===== config.mk =====
export PLATFORM = sky130hd
export DESIGN_NAME = velocity_pid_loop_controller
export DESIGN_NICKNAME = d
export VERILOG_FILES = /design/src/common/velocity_pid_pkg.sv /design/src/verilog/update_tick.sv /design/src/verilog/velocity_pid_loop_controller.sv
export SDC_FILE = /design/constraint.sdc
export NUM_CORES = 2
export LEC_CHECK = 0
export BUFFER_PORTS_ARGS = -buffer_cell sky130_fd_sc_hd__buf_2
export CAP_MARGIN = 25
export CELL_PAD_IN_SITES_DETAIL_PLACEMENT = 1
export CELL_PAD_IN_SITES_GLOBAL_PLACEMENT = 1
export CORE_MARGIN = 2
export CORE_UTILIZATION = 55
export CTS_CLUSTER_DIAMETER = 30
export DETAILED_ROUTE_END_ITERATION = 16
export PLACE_DENSITY = 0.87
export SETUP_SLACK_MARGIN = 0.2
export SLEW_MARGIN = 10
export SYNTH_ARGS = -nofsm -noshare
export SYNTH_HDL_FRONTEND = slang
export SYNTH_SLANG_ARGS = --single-unit

===== constraint.sdc =====
create_clock -name clk_i -period 61.7 [get_ports clk_i]
set_input_delay 0 -clock clk_i [delete_from_list [all_inputs] [get_ports clk_i]]
set_output_delay 0 -clock clk_i [all_outputs]
set_load 0.005 [all_outputs]

===== src/common/velocity_pid_pkg.sv =====
// Package for the velocity PID loop controller.
// Assumes a 20 MHz system clock and signed 16-bit fixed-point signals.
package velocity_pid_pkg;

	// ----------------------------------------------------------------
	// Data widths and fixed-point format
	// ----------------------------------------------------------------
	localparam int DATA_W  = 16;
	localparam int GAIN_W  = 16;
	localparam int GAIN_FRAC = 8;
	localparam int ACC_W   = 32;

	// ----------------------------------------------------------------
	// Timing
	// ----------------------------------------------------------------
	localparam int CLK_HZ        = 20000000;
	localparam int UPDATE_HZ     = 1000;
	localparam int TICK_CYCLES   = CLK_HZ / UPDATE_HZ;
	localparam int TICK_CNT_W    = 15;

	// ----------------------------------------------------------------
	// Loop mode encodings, output limits and reset value
	// ----------------------------------------------------------------
	localparam logic [1:0] MODE_OPEN   = 2'h0;
	localparam logic [1:0] MODE_CLOSED = 2'h2;
	localparam logic signed [DATA_W-1:0] OUT_MAX = 16'h7FFF;
	localparam logic signed [DATA_W-1:0] OUT_MIN = 16'h8001;
	localparam logic signed [ACC_W-1:0]  ACC_RESET = 32'h0000_0000;

	// ----------------------------------------------------------------
	// Grouped tuning coefficients
	// ----------------------------------------------------------------
	typedef struct packed {
		logic signed [GAIN_W-1:0] proportional_gain;
		logic signed [GAIN_W-1:0] integral_gain;
		logic signed [GAIN_W-1:0] derivative_gain;
		logic signed [GAIN_W-1:0] feedforward_gain;
		logic        [DATA_W-1:0] integrator_window;
		logic        [DATA_W-1:0] deadband_offset_side_a;
		logic        [DATA_W-1:0] deadband_offset_side_b;
		logic [1:0]               loop_mode_select;
		logic                     command_polarity;
		logic                     feedback_polarity;
	} pid_config_t;

endpackage


===== src/verilog/update_tick.sv =====
// Periodic update tick generator for the control loop.
// Assumes a free-running clock at the package clock rate.
`timescale 1ns/1ps
module update_tick
	import velocity_pid_pkg::*;
(
	// Clock and reset
	input  wire logic clk_i,
	input  wire logic reset_n_i,
	// Tick
	output logic      tick_o
);

	typedef struct packed {
		logic [TICK_CNT_W-1:0] count;
		logic                  tick;
	} tick_state_t;

	tick_state_t state;
	tick_state_t next_state;

	// Count clock cycles and pulse once every update period.
	always_comb
	begin
		next_state = state;
		next_state.tick = 1'b0;
		if (state.count == TICK_CNT_W'(TICK_CYCLES - 1))
		begin
			next_state.count = '0;
			next_state.tick = 1'b1;
		end
		else
			next_state.count = state.count + 1'b1;
	end

	// State register.
	always_ff @(posedge clk_i or negedge reset_n_i)
	begin
		if (!reset_n_i)
			state <= '0;
		else
			state <= next_state;
	end

	assign tick_o = state.tick;

endmodule


===== src/verilog/velocity_pid_loop_controller.sv =====
// Velocity PID loop controller with feedforward and dead band offsets.
// Assumes coefficient inputs are quasi-static and position samples come
// from an asynchronous converter, so they are synchronised here.
`timescale 1ns/1ps
module velocity_pid_loop_controller
	import velocity_pid_pkg::*;
(
	// Clock and reset
	input  wire logic                     clk_i,
	input  wire logic                     reset_n_i,
	// Configuration
	input  wire pid_config_t              config_i,
	// Command and transducer
	input  wire logic signed [DATA_W-1:0] velocity_command_i,
	input  wire logic signed [DATA_W-1:0] position_sample_i,
	// Valve output
	output logic signed [DATA_W-1:0]      valve_output_o,
	output logic                          output_update_o,
	// Status
	output logic signed [DATA_W-1:0]      measured_velocity_o,
	output logic                          integrator_active_o
);

	// ----------------------------------------------------------------
	// Helpers
	// ----------------------------------------------------------------

	// Saturate a wide signed value into the output range.
	function automatic logic signed [DATA_W-1:0] sat16(
		input logic signed [ACC_W-1:0] v);
		if (v > ACC_W'(OUT_MAX))
			sat16 = OUT_MAX;
		else if (v < ACC_W'(OUT_MIN))
			sat16 = OUT_MIN;
		else
			sat16 = v[DATA_W-1:0];
	endfunction

	// Gain times signal, rescaled by the fractional bits.
	function automatic logic signed [ACC_W-1:0] scale(
		input logic signed [GAIN_W-1:0] g,
		input logic signed [DATA_W-1:0] x);
		logic signed [ACC_W-1:0] p;
		p = g * x;
		scale = p >>> GAIN_FRAC;
	endfunction

	// Optional sign inversion.
	function automatic logic signed [DATA_W-1:0] polar(
		input logic signed [DATA_W-1:0] x,
		input logic                     inv);
		polar = inv ? sat16(-ACC_W'(x)) : x;
	endfunction

	// ----------------------------------------------------------------
	// Input synchronisers and tick
	// ----------------------------------------------------------------
	typedef struct packed {
		logic signed [DATA_W-1:0] cmd_s1;
		logic signed [DATA_W-1:0] cmd_s2;
		logic signed [DATA_W-1:0] cmd_s3;
		logic signed [DATA_W-1:0] cmd_hold;
		logic signed [DATA_W-1:0] pos_s1;
		logic signed [DATA_W-1:0] pos_s2;
		logic signed [DATA_W-1:0] pos_s3;
		logic signed [DATA_W-1:0] pos_hold;
		logic signed [DATA_W-1:0] pos_prev;
		logic signed [DATA_W-1:0] vel;
		logic signed [DATA_W-1:0] vel_prev;
		logic signed [ACC_W-1:0]  integ;
		logic signed [DATA_W-1:0] out;
		logic                     update;
		logic                     int_active;
		logic                     primed;
	} ctrl_state_t;

	ctrl_state_t state;
	ctrl_state_t next_state;
	logic        tick;

	update_tick u_tick (
		.clk_i     (clk_i),
		.reset_n_i (reset_n_i),
		.tick_o    (tick)
	);

	// ----------------------------------------------------------------
	// Control law
	// ----------------------------------------------------------------
	logic signed [DATA_W-1:0] cmd;
	logic signed [DATA_W-1:0] fb;
	logic signed [DATA_W-1:0] vel_now;
	logic signed [DATA_W-1:0] err;
	logic signed [DATA_W-1:0] dvel;
	logic signed [ACC_W-1:0]  p_term;
	logic signed [ACC_W-1:0]  d_term;
	logic signed [ACC_W-1:0]  ff_term;
	logic signed [ACC_W-1:0]  db_term;
	logic signed [ACC_W-1:0]  integ_next;
	logic signed [ACC_W-1:0]  sum;
	logic                     closed;
	logic                     win_on;

	// Compute each term from the held samples, with the velocities registered at earlier ticks as feedback;
	// apart from the input synchronisers and holds, the state moves only on the tick, so the law runs once per update period.
	always_comb
	begin
		closed  = (config_i.loop_mode_select == MODE_CLOSED);
		win_on  = (config_i.integrator_window != '0);
		cmd     = polar(state.cmd_hold, config_i.command_polarity);
		vel_now = sat16(ACC_W'(state.pos_hold) -
			ACC_W'(state.pos_prev));
		fb      = polar(state.vel, config_i.feedback_polarity);
		err     = sat16(ACC_W'(cmd) - ACC_W'(fb));
		dvel    = sat16(ACC_W'(fb) - ACC_W'(polar(state.vel_prev,
			config_i.feedback_polarity)));
		p_term  = scale(config_i.proportional_gain, err);
		d_term  = scale(config_i.derivative_gain, dvel);
		ff_term = scale(config_i.feedforward_gain, cmd);
		// Dead band offset follows the sign of the command.
		if (cmd > 0)
			db_term = ACC_W'(config_i.deadband_offset_side_a);
		else if (cmd < 0)
			db_term = -ACC_W'(config_i.deadband_offset_side_b);
		else
			db_term = '0;
		// Integrator runs only in closed loop with a window defined.
		// The accumulator is clamped so it cannot wind up unboundedly.
		if (closed && win_on)
			integ_next = ACC_W'(sat16(state.integ +
				scale(config_i.integral_gain, err)));
		else
			integ_next = '0;
		if (closed)
			sum = p_term + integ_next + d_term;
		else
			sum = '0;
		sum = sum + ff_term + db_term;

		next_state        = state;
		next_state.cmd_s1 = velocity_command_i;
		next_state.cmd_s2 = state.cmd_s1;
		next_state.pos_s1 = position_sample_i;
		next_state.pos_s2 = state.pos_s1;
		next_state.cmd_s3 = state.cmd_s2;
		next_state.pos_s3 = state.pos_s2;
		// A word is taken only once two synchronised samples agree, so a
		// word torn across its bits by the crossing never reaches the law.
		// A word that changes on every clock is therefore never taken.
		if (state.cmd_s2 == state.cmd_s3)
			next_state.cmd_hold = state.cmd_s3;
		if (state.pos_s2 == state.pos_s3)
			next_state.pos_hold = state.pos_s3;
		next_state.update = 1'b0;
		if (tick)
		begin
			next_state.pos_prev   = state.pos_hold;
			next_state.primed     = 1'b1;
			// First sample has no predecessor, so velocity stays zero.
			next_state.vel        = state.primed ? vel_now : '0;
			next_state.vel_prev   = state.vel;
			next_state.integ      = integ_next;
			next_state.int_active = closed && win_on;
			next_state.out        = sat16(sum);
			next_state.update     = 1'b1;
		end
	end

	// State register.
	always_ff @(posedge clk_i or negedge reset_n_i)
	begin
		if (!reset_n_i)
		begin
			state       <= '0;
			state.integ <= ACC_RESET;
		end
		else
			state <= next_state;
	end

	// ----------------------------------------------------------------
	// Outputs
	// ----------------------------------------------------------------
	assign valve_output_o      = state.out;
	assign output_update_o     = state.update;
	assign measured_velocity_o = state.vel;
	assign integrator_active_o = state.int_active;

endmodule


Word-level counts from Yosys, hierarchy flattened. Cells that the tools add are included. Widths: inputs -> output; s select.

Word-level logic and storage cells: 86. Bits in registers: 243. Input bits: 150. Bits in latches: 0. Memories kept: 0. Bits in writable memories: 0. Output and inout bits: 34. ROM bits: 0.

Add/subtract/negate cells: 13. Divide/modulo/power cells: 0. Muxes and demuxes: 27. Bitwise operators: 0. Equal/unequal tests: 4. Multipliers: 4. Shift-type cells: 0. Reduce and logical (&&, ||, !) cells: 2. Magnitude comparators: 18.

Operators with widths (number): $mux 16 (20); $gt 32x16->1 const B (5); $lt 32x16->1 const B (5); $mul 16x16->32 (4); $mux 32 (4); $neg 16->32 (4); $add 32x24->32 (3); $gt 17x16->1 const B (3); $lt 17x16->1 const B (3); $sub 16x16->17 (3); $add 24x32->32 (1); $add 32x32->32 (1); $eq 16x16->1 (2); $gt 16x1->1 const B (1); $lt 16x1->1 const B (1); $reduce_bool 16->1 (1); $add 15x1->15 const B (1); $eq 15x15->1 const B (1); $mux 15 (1); $mux 3 (1); $eq 2x2->1 const B (1); $logic_and 1x1->1 (1); $mux 1 (1).

Logic depth before layout (Yosys ltp).
Depth in word-level cells: 23. Depth in mapped cells: 112.

Modules after synthesis. Synthesis repeated with hierarchy kept, for this count alone.

Cell total of the unflattened synthesis: 6335. Area total of the unflattened synthesis: 57098.5 um^2.

Modules (own cells, without submodules): velocity_pid_loop_controller (instances 1, cells each 6271, area an instance 56377.8 um^2); update_tick (instances 1, cells each 64, area an instance 720.7 um^2).

Worst setup path before layout. No wires, ideal clock.

Kind: reg2reg. From: reg state[172] in the netlist's numbering. To: reg state (netlist bit valve_output_o[10]). Buffers on the path: 8. Cell stages (with the launch flop): 110. Library setup time: 82 ps. Setup slack: 39723 ps. Data arrival time: 21896 ps. Required time: 61618 ps. Cells stage by stage: dfrtp_1 > buf_6 > or3_1 > or3_4 > or2_2 > ha_1 > nor2_1 > o31ai_4 > o21a_1 > clkbuf_1 > clkbuf_1 > o31ai_1 > a22o_1 > clkbuf_1 > clkbuf_1 > ha_1 > a21oi_1 > o21bai_1 > [74 not listed] > xnor2_1 > nand2_1 > fa_1 > inv_1 > ha_1 > nand3_1 > nor2_1 > nor3b_1 > o21ai_0 > a21oi_1 > nand4_1 > nand2_1 > a21oi_1 > xnor2_1 > xnor3_1 > or2_2 > buf_2 > a31oi_1.

Word-level cells in the longest chain between the ends: 23. Elaborated cells on any way between the ends: 33.

RTL lines: start: declaration (RTL line velocity_pid_loop_controller.sv:77) `ctrl_state_t state;`; start signal: assignment (RTL line velocity_pid_loop_controller.sv:178) `state <= next_state;`; $neg 16->32 (RTL line velocity_pid_loop_controller.sv:52) `polar = inv ? sat16(-ACC_W'(x)) : x;`; $lt 32x16->1 (RTL line velocity_pid_loop_controller.sv:33) `else if (v < ACC_W'(OUT_MIN))`; $mux 16 (RTL line velocity_pid_loop_controller.sv:33); $mux 16 (RTL line velocity_pid_loop_controller.sv:31) `if (v > ACC_W'(OUT_MAX))`; $mux 16 * (RTL line velocity_pid_loop_controller.sv:52); $sub 16x16->17 (RTL line velocity_pid_loop_controller.sv:114) `err = sat16(ACC_W'(cmd) - ACC_W'(fb));`; $lt 17x16->1 (RTL line velocity_pid_loop_controller.sv:33); $mux 16 (RTL line velocity_pid_loop_controller.sv:33); [7 not listed]; $add 24x32->32 (RTL line velocity_pid_loop_controller.sv:135) `sum = p_term + integ_next + d_term;`; $add 32x24->32 (RTL line velocity_pid_loop_controller.sv:135); $mux 32 (RTL line velocity_pid_loop_controller.sv:134) `if (closed)`; $add 32x24->32 (RTL line velocity_pid_loop_controller.sv:138) `sum = sum + ff_term + db_term;`; $add 32x32->32 * (RTL line velocity_pid_loop_controller.sv:138); $lt 32x16->1 (RTL line velocity_pid_loop_controller.sv:33); $mux 16 (RTL line velocity_pid_loop_controller.sv:33); $mux 16 * (RTL line velocity_pid_loop_controller.sv:31).

Every way passes the cells marked *; elsewhere a longest branch is shown, timed or not. A chain may end at the register's enable or synchronous reset.

Worst setup path in the final report.
From: reg state[163] in the netlist's numbering. To: reg state (netlist bit valve_output_o[0]).

Same word-level chain as after synthesis.

==> summary.json <==
{
  "die": {
    "die_height_um": 326,
    "dieArea_um2": 106000,
    "placeableCoreArea_um2": 103000,
    "num_rows": 118,
    "ios": 184,
    "initial_utilization": 0.552,
    "die_width_um": 326
  },
  "yosys": {
    "post_synthesis_register_bit_count": 227,
    "ys_dominant_reg_cell": "dfrtp_1",
    "proportion_of_synthesized_area_in_mux_cells": 0.00998,
    "synth_enable_flop_cells": 0,
    "synth.yosys.seq_area_share": 0.0998,
    "yosysWarnings": 0,
    "synthesis.area_per_instance_um2": 9.01,
    "ys_types": 97,
    "async_set_reset_flop_share_out_of_synthesis": 1.00,
    "combined_area_of_all_synthesized_cells_um2": 56900,
    "yosys.area_share.adder": 0.491,
    "compound_gate_fraction_of_synth_area": 0.0903,
    "yosys.area_share.simple": 0.159,
    "dominant_combinational_cell_family_by_area_after_synthesis": "adder cells",
    "synthesis.instances": 6315,
    "synth-xor-area-share": 0.0436,
    "syn_nets": 8020
  },
  "sta": {
    "highest_clock_rate_mhz": 37.2,
    "final-setup-viol-count": 0,
    "timing_hold_violations_final": 0,
    "timing_worst_slew_pin_value_ns": 1.07,
    "period_share": 0.436,
    "rsz0062_at_grt": "false",
    "timing.clock.skew_ns": 0.0431,
    "total_neg_setup_slack_ns": 0,
    "fin_crit_ns": 26.91,
    "number_of_max_slew_violations_in_the_final_report": 0,
    "timing.slew.headroom": 0.269
  },
  "placement": {
    "routabilityCongestion": 0.949,
    "detailedPlacementHpwl_mm": 150,
    "placement.io_buffers": 183
  },
  "critical_path": {
    "path_class": "flop to flop",
    "cp_common_cell": "o21ai_0",
    "crit_path_start_kind": "flop",
    "critPathSlowestCell": "a2111oi_0",
    "worst_setup_path_end_kind": "flop",
    "cp.required_ns": 62.20,
    "timing.critical_path.arrival_ns": 27.41,
    "timing.critical_path.fanout_max": 32,
    "delay_of_the_slowest_cell_on_the_worst_path_ns": 0.94
  },
  "job": {
    "maxCapViolCount": 0
  },
  "clock_network": {
    "post-cts-setup-buffer-count": 0,
    "clock_latency_ns": 0.60,
    "cts.hold.buffers_added": 33,
    "cts-root-to-sink-buffers": 3,
    "tritoncts_clock_tree": "built",
    "h_tree_levels": 2,
    "total_clock_buffers_created_by_cts": 41,
    "numClockSinks": 227,
    "clock-root-buffer": "clkbuf_16",
    "cts_resized": 0,
    "cts.reportedPaths.clkPinSlew_ns": 0.06
  },
  "detailed_routing": {
    "detail-route-antenna-nets": 0,
    "vias_per_cell": 5.91,
    "drt_wl_total_mm": 188,
    "drt_first_pass_iters": 6,
    "route.detailed.drc": 0,
    "dr.first_iter.drc_count": 3074,
    "via_count": 45963,
    "wire_per_inst_um": 24.2
  },
  "global_routing": {
    "first_global_vias": 53108,
    "grt_first_pass_wirelength_mm": 298,
    "gr_util_all_layers": 0.363,
    "grt_start_max_net_pins": 98,
    "number_of_antenna_violations_at_the_first_check_in_global_routing": 14,
    "grt_remaining_overflow": 0
  },
  "layout": {
    "drive_gt1_frac": 0.0709,
    "fillers": 12069,
    "syn2layout_area_growth_pct": 6.65,
    "most-common-layout-cells": "inv_1, fa_1, nand2_1",
    "most_frequent_standard_cell_in_the_layout_excluding_fill_and_tap_cells": "inv_1",
    "num-nets-final": 8059
  },
  "outcome": {
    "outcome": "completed"
  },
  "worst_hold_path": {
    "hp-class": "input port to async pin"
  }
}
[logic make-up (layout without fill, tap and decap cells)]
| group | Yosys count | in the layout |
|---|---|---|
| XOR/XNOR | 280 | 280 |
| multiplexers | 51 | 51 |
| AND/OR/NAND/NOR | 1837 | 1837 |
| AO/OA/AOI/OAI | 772 | 772 |
| flip-flops | 227 | 227 |
| adder cells (fa/ha/maj) | 1575 | 1575 |
| buffers and inverters | 1573 | 1644 |
| other | 0 | 7 |
[area by class of cell]
class / count / area, µm² / share of cell area
sequential: 227 / 5680 / 0.0936
multi-input combinational: 4515 / 45300 / 0.746
antenna: 7 / 17.5 / 0.000288
clock buffer: 43 / 1040 / 0.0172
clock inverter: 32 / 403 / 0.00664
inverter: 1294 / 4860 / 0.0800
tap: 1380 / 1730 / 0.0284
timing repair buffer: 275 / 1700 / 0.0280
[path summary, 6_finish.rpt]
check	start	endpoint	slack [ns]	depth (start not counted)
min reg2reg	next_state[142]	next_state[126]	0.35	0
max in group asynchronous	reset_n_i	integrator_active_o	60.23	3
min	reset_n_i	next_state[119]	0.03	2
max	state[163]	valve_output_o[0]	34.79	101
min in group clk_i	position_sample_i[10]	next_state[141]	0.04	2
max reg2reg	state[163]	valve_output_o[0]	34.79	101
[critical path: cells and delay by family (launching register included)]
family | cells | cell delay, ns
xor+xnor | 5 | 1.32
mux | 1 | 0.39
buf+inv | 8 | 0.84
compound gates | 43 | 11.42
flops | 1 | 0.46
simple gates | 26 | 5.34
fa+ha+maj | 18 | 6.99
[through the flow]
stage               std cells  utilization  instance area, µm²  hold WS [ns]  setup slack (ns)
detailed placement       7655        0.572               58900        0.0740             35.46
floorplan                6315            -               56900        -0.296             39.72
global route             7771        0.589               60700        0.0367             32.77
CTS                      7763        0.589               60700       0.00438             35.13
finish                   7773        0.589               60700        0.0286             34.79
global placement         7655        0.572               58900        0.0701             36.79
[layer usage]
layer	global-route usage	up-vias	part of all wire
met3	0.0568	687	0.070
met2	0.620	1921	0.49
met4	0.197	10	0.061
met5	0	-	0.00034
met1	0.441	23716	0.37
li1	-	19629	-
[state kept, by name, indices dropped and copies added, names as in the netlist]
name,count
state,113
next_state,64
measured_velocity_o,16
valve_output_o,16
u_tick.state,15
integrator_active_o,1
output_update_o,1
u_tick.tick_o,1
[cells in the mapped netlist, types with 14 or more instances]
cell type / n / area share
fa_1: 1106 / 0.39
o21a_1: 32 / 0.0042
and3_1: 19 / 0.0021
or2_2: 30 / 0.0033
nand2_1: 735 / 0.048
nor3_1: 79 / 0.0069
xnor2_1: 191 / 0.029
xor2_1: 87 / 0.013
maj3_1: 16 / 0.0028
and2_1: 368 / 0.040
or3_1: 37 / 0.0041
a21oi_1: 150 / 0.013
ha_1: 449 / 0.099
nor2b_1: 101 / 0.011
or4_1: 16 / 0.0021
o22ai_1: 20 / 0.0022
a21o_1: 83 / 0.011
nor4_1: 23 / 0.0025
a21boi_0: 14 / 0.0018
a31oi_1: 30 / 0.0033
mux2_2: 46 / 0.0091
dfrtp_1: 227 / 0.10
nor2_1: 226 / 0.015
nand4_1: 39 / 0.0043
buf_4: 32 / 0.0042
nand3_1: 62 / 0.0055
o211ai_1: 14 / 0.0018
o21bai_1: 32 / 0.0042
a22oi_1: 16 / 0.0021
o21ai_0: 172 / 0.015
a22o_1: 23 / 0.0035
inv_1: 1292 / 0.085
nand2b_1: 63 / 0.0069
o31ai_1: 52 / 0.0069
clkbuf_1: 235 / 0.015
Power is left out: the tool's default activity adds up to more than one toggle a clock period on the data nets, which glitch-free logic cannot reach.
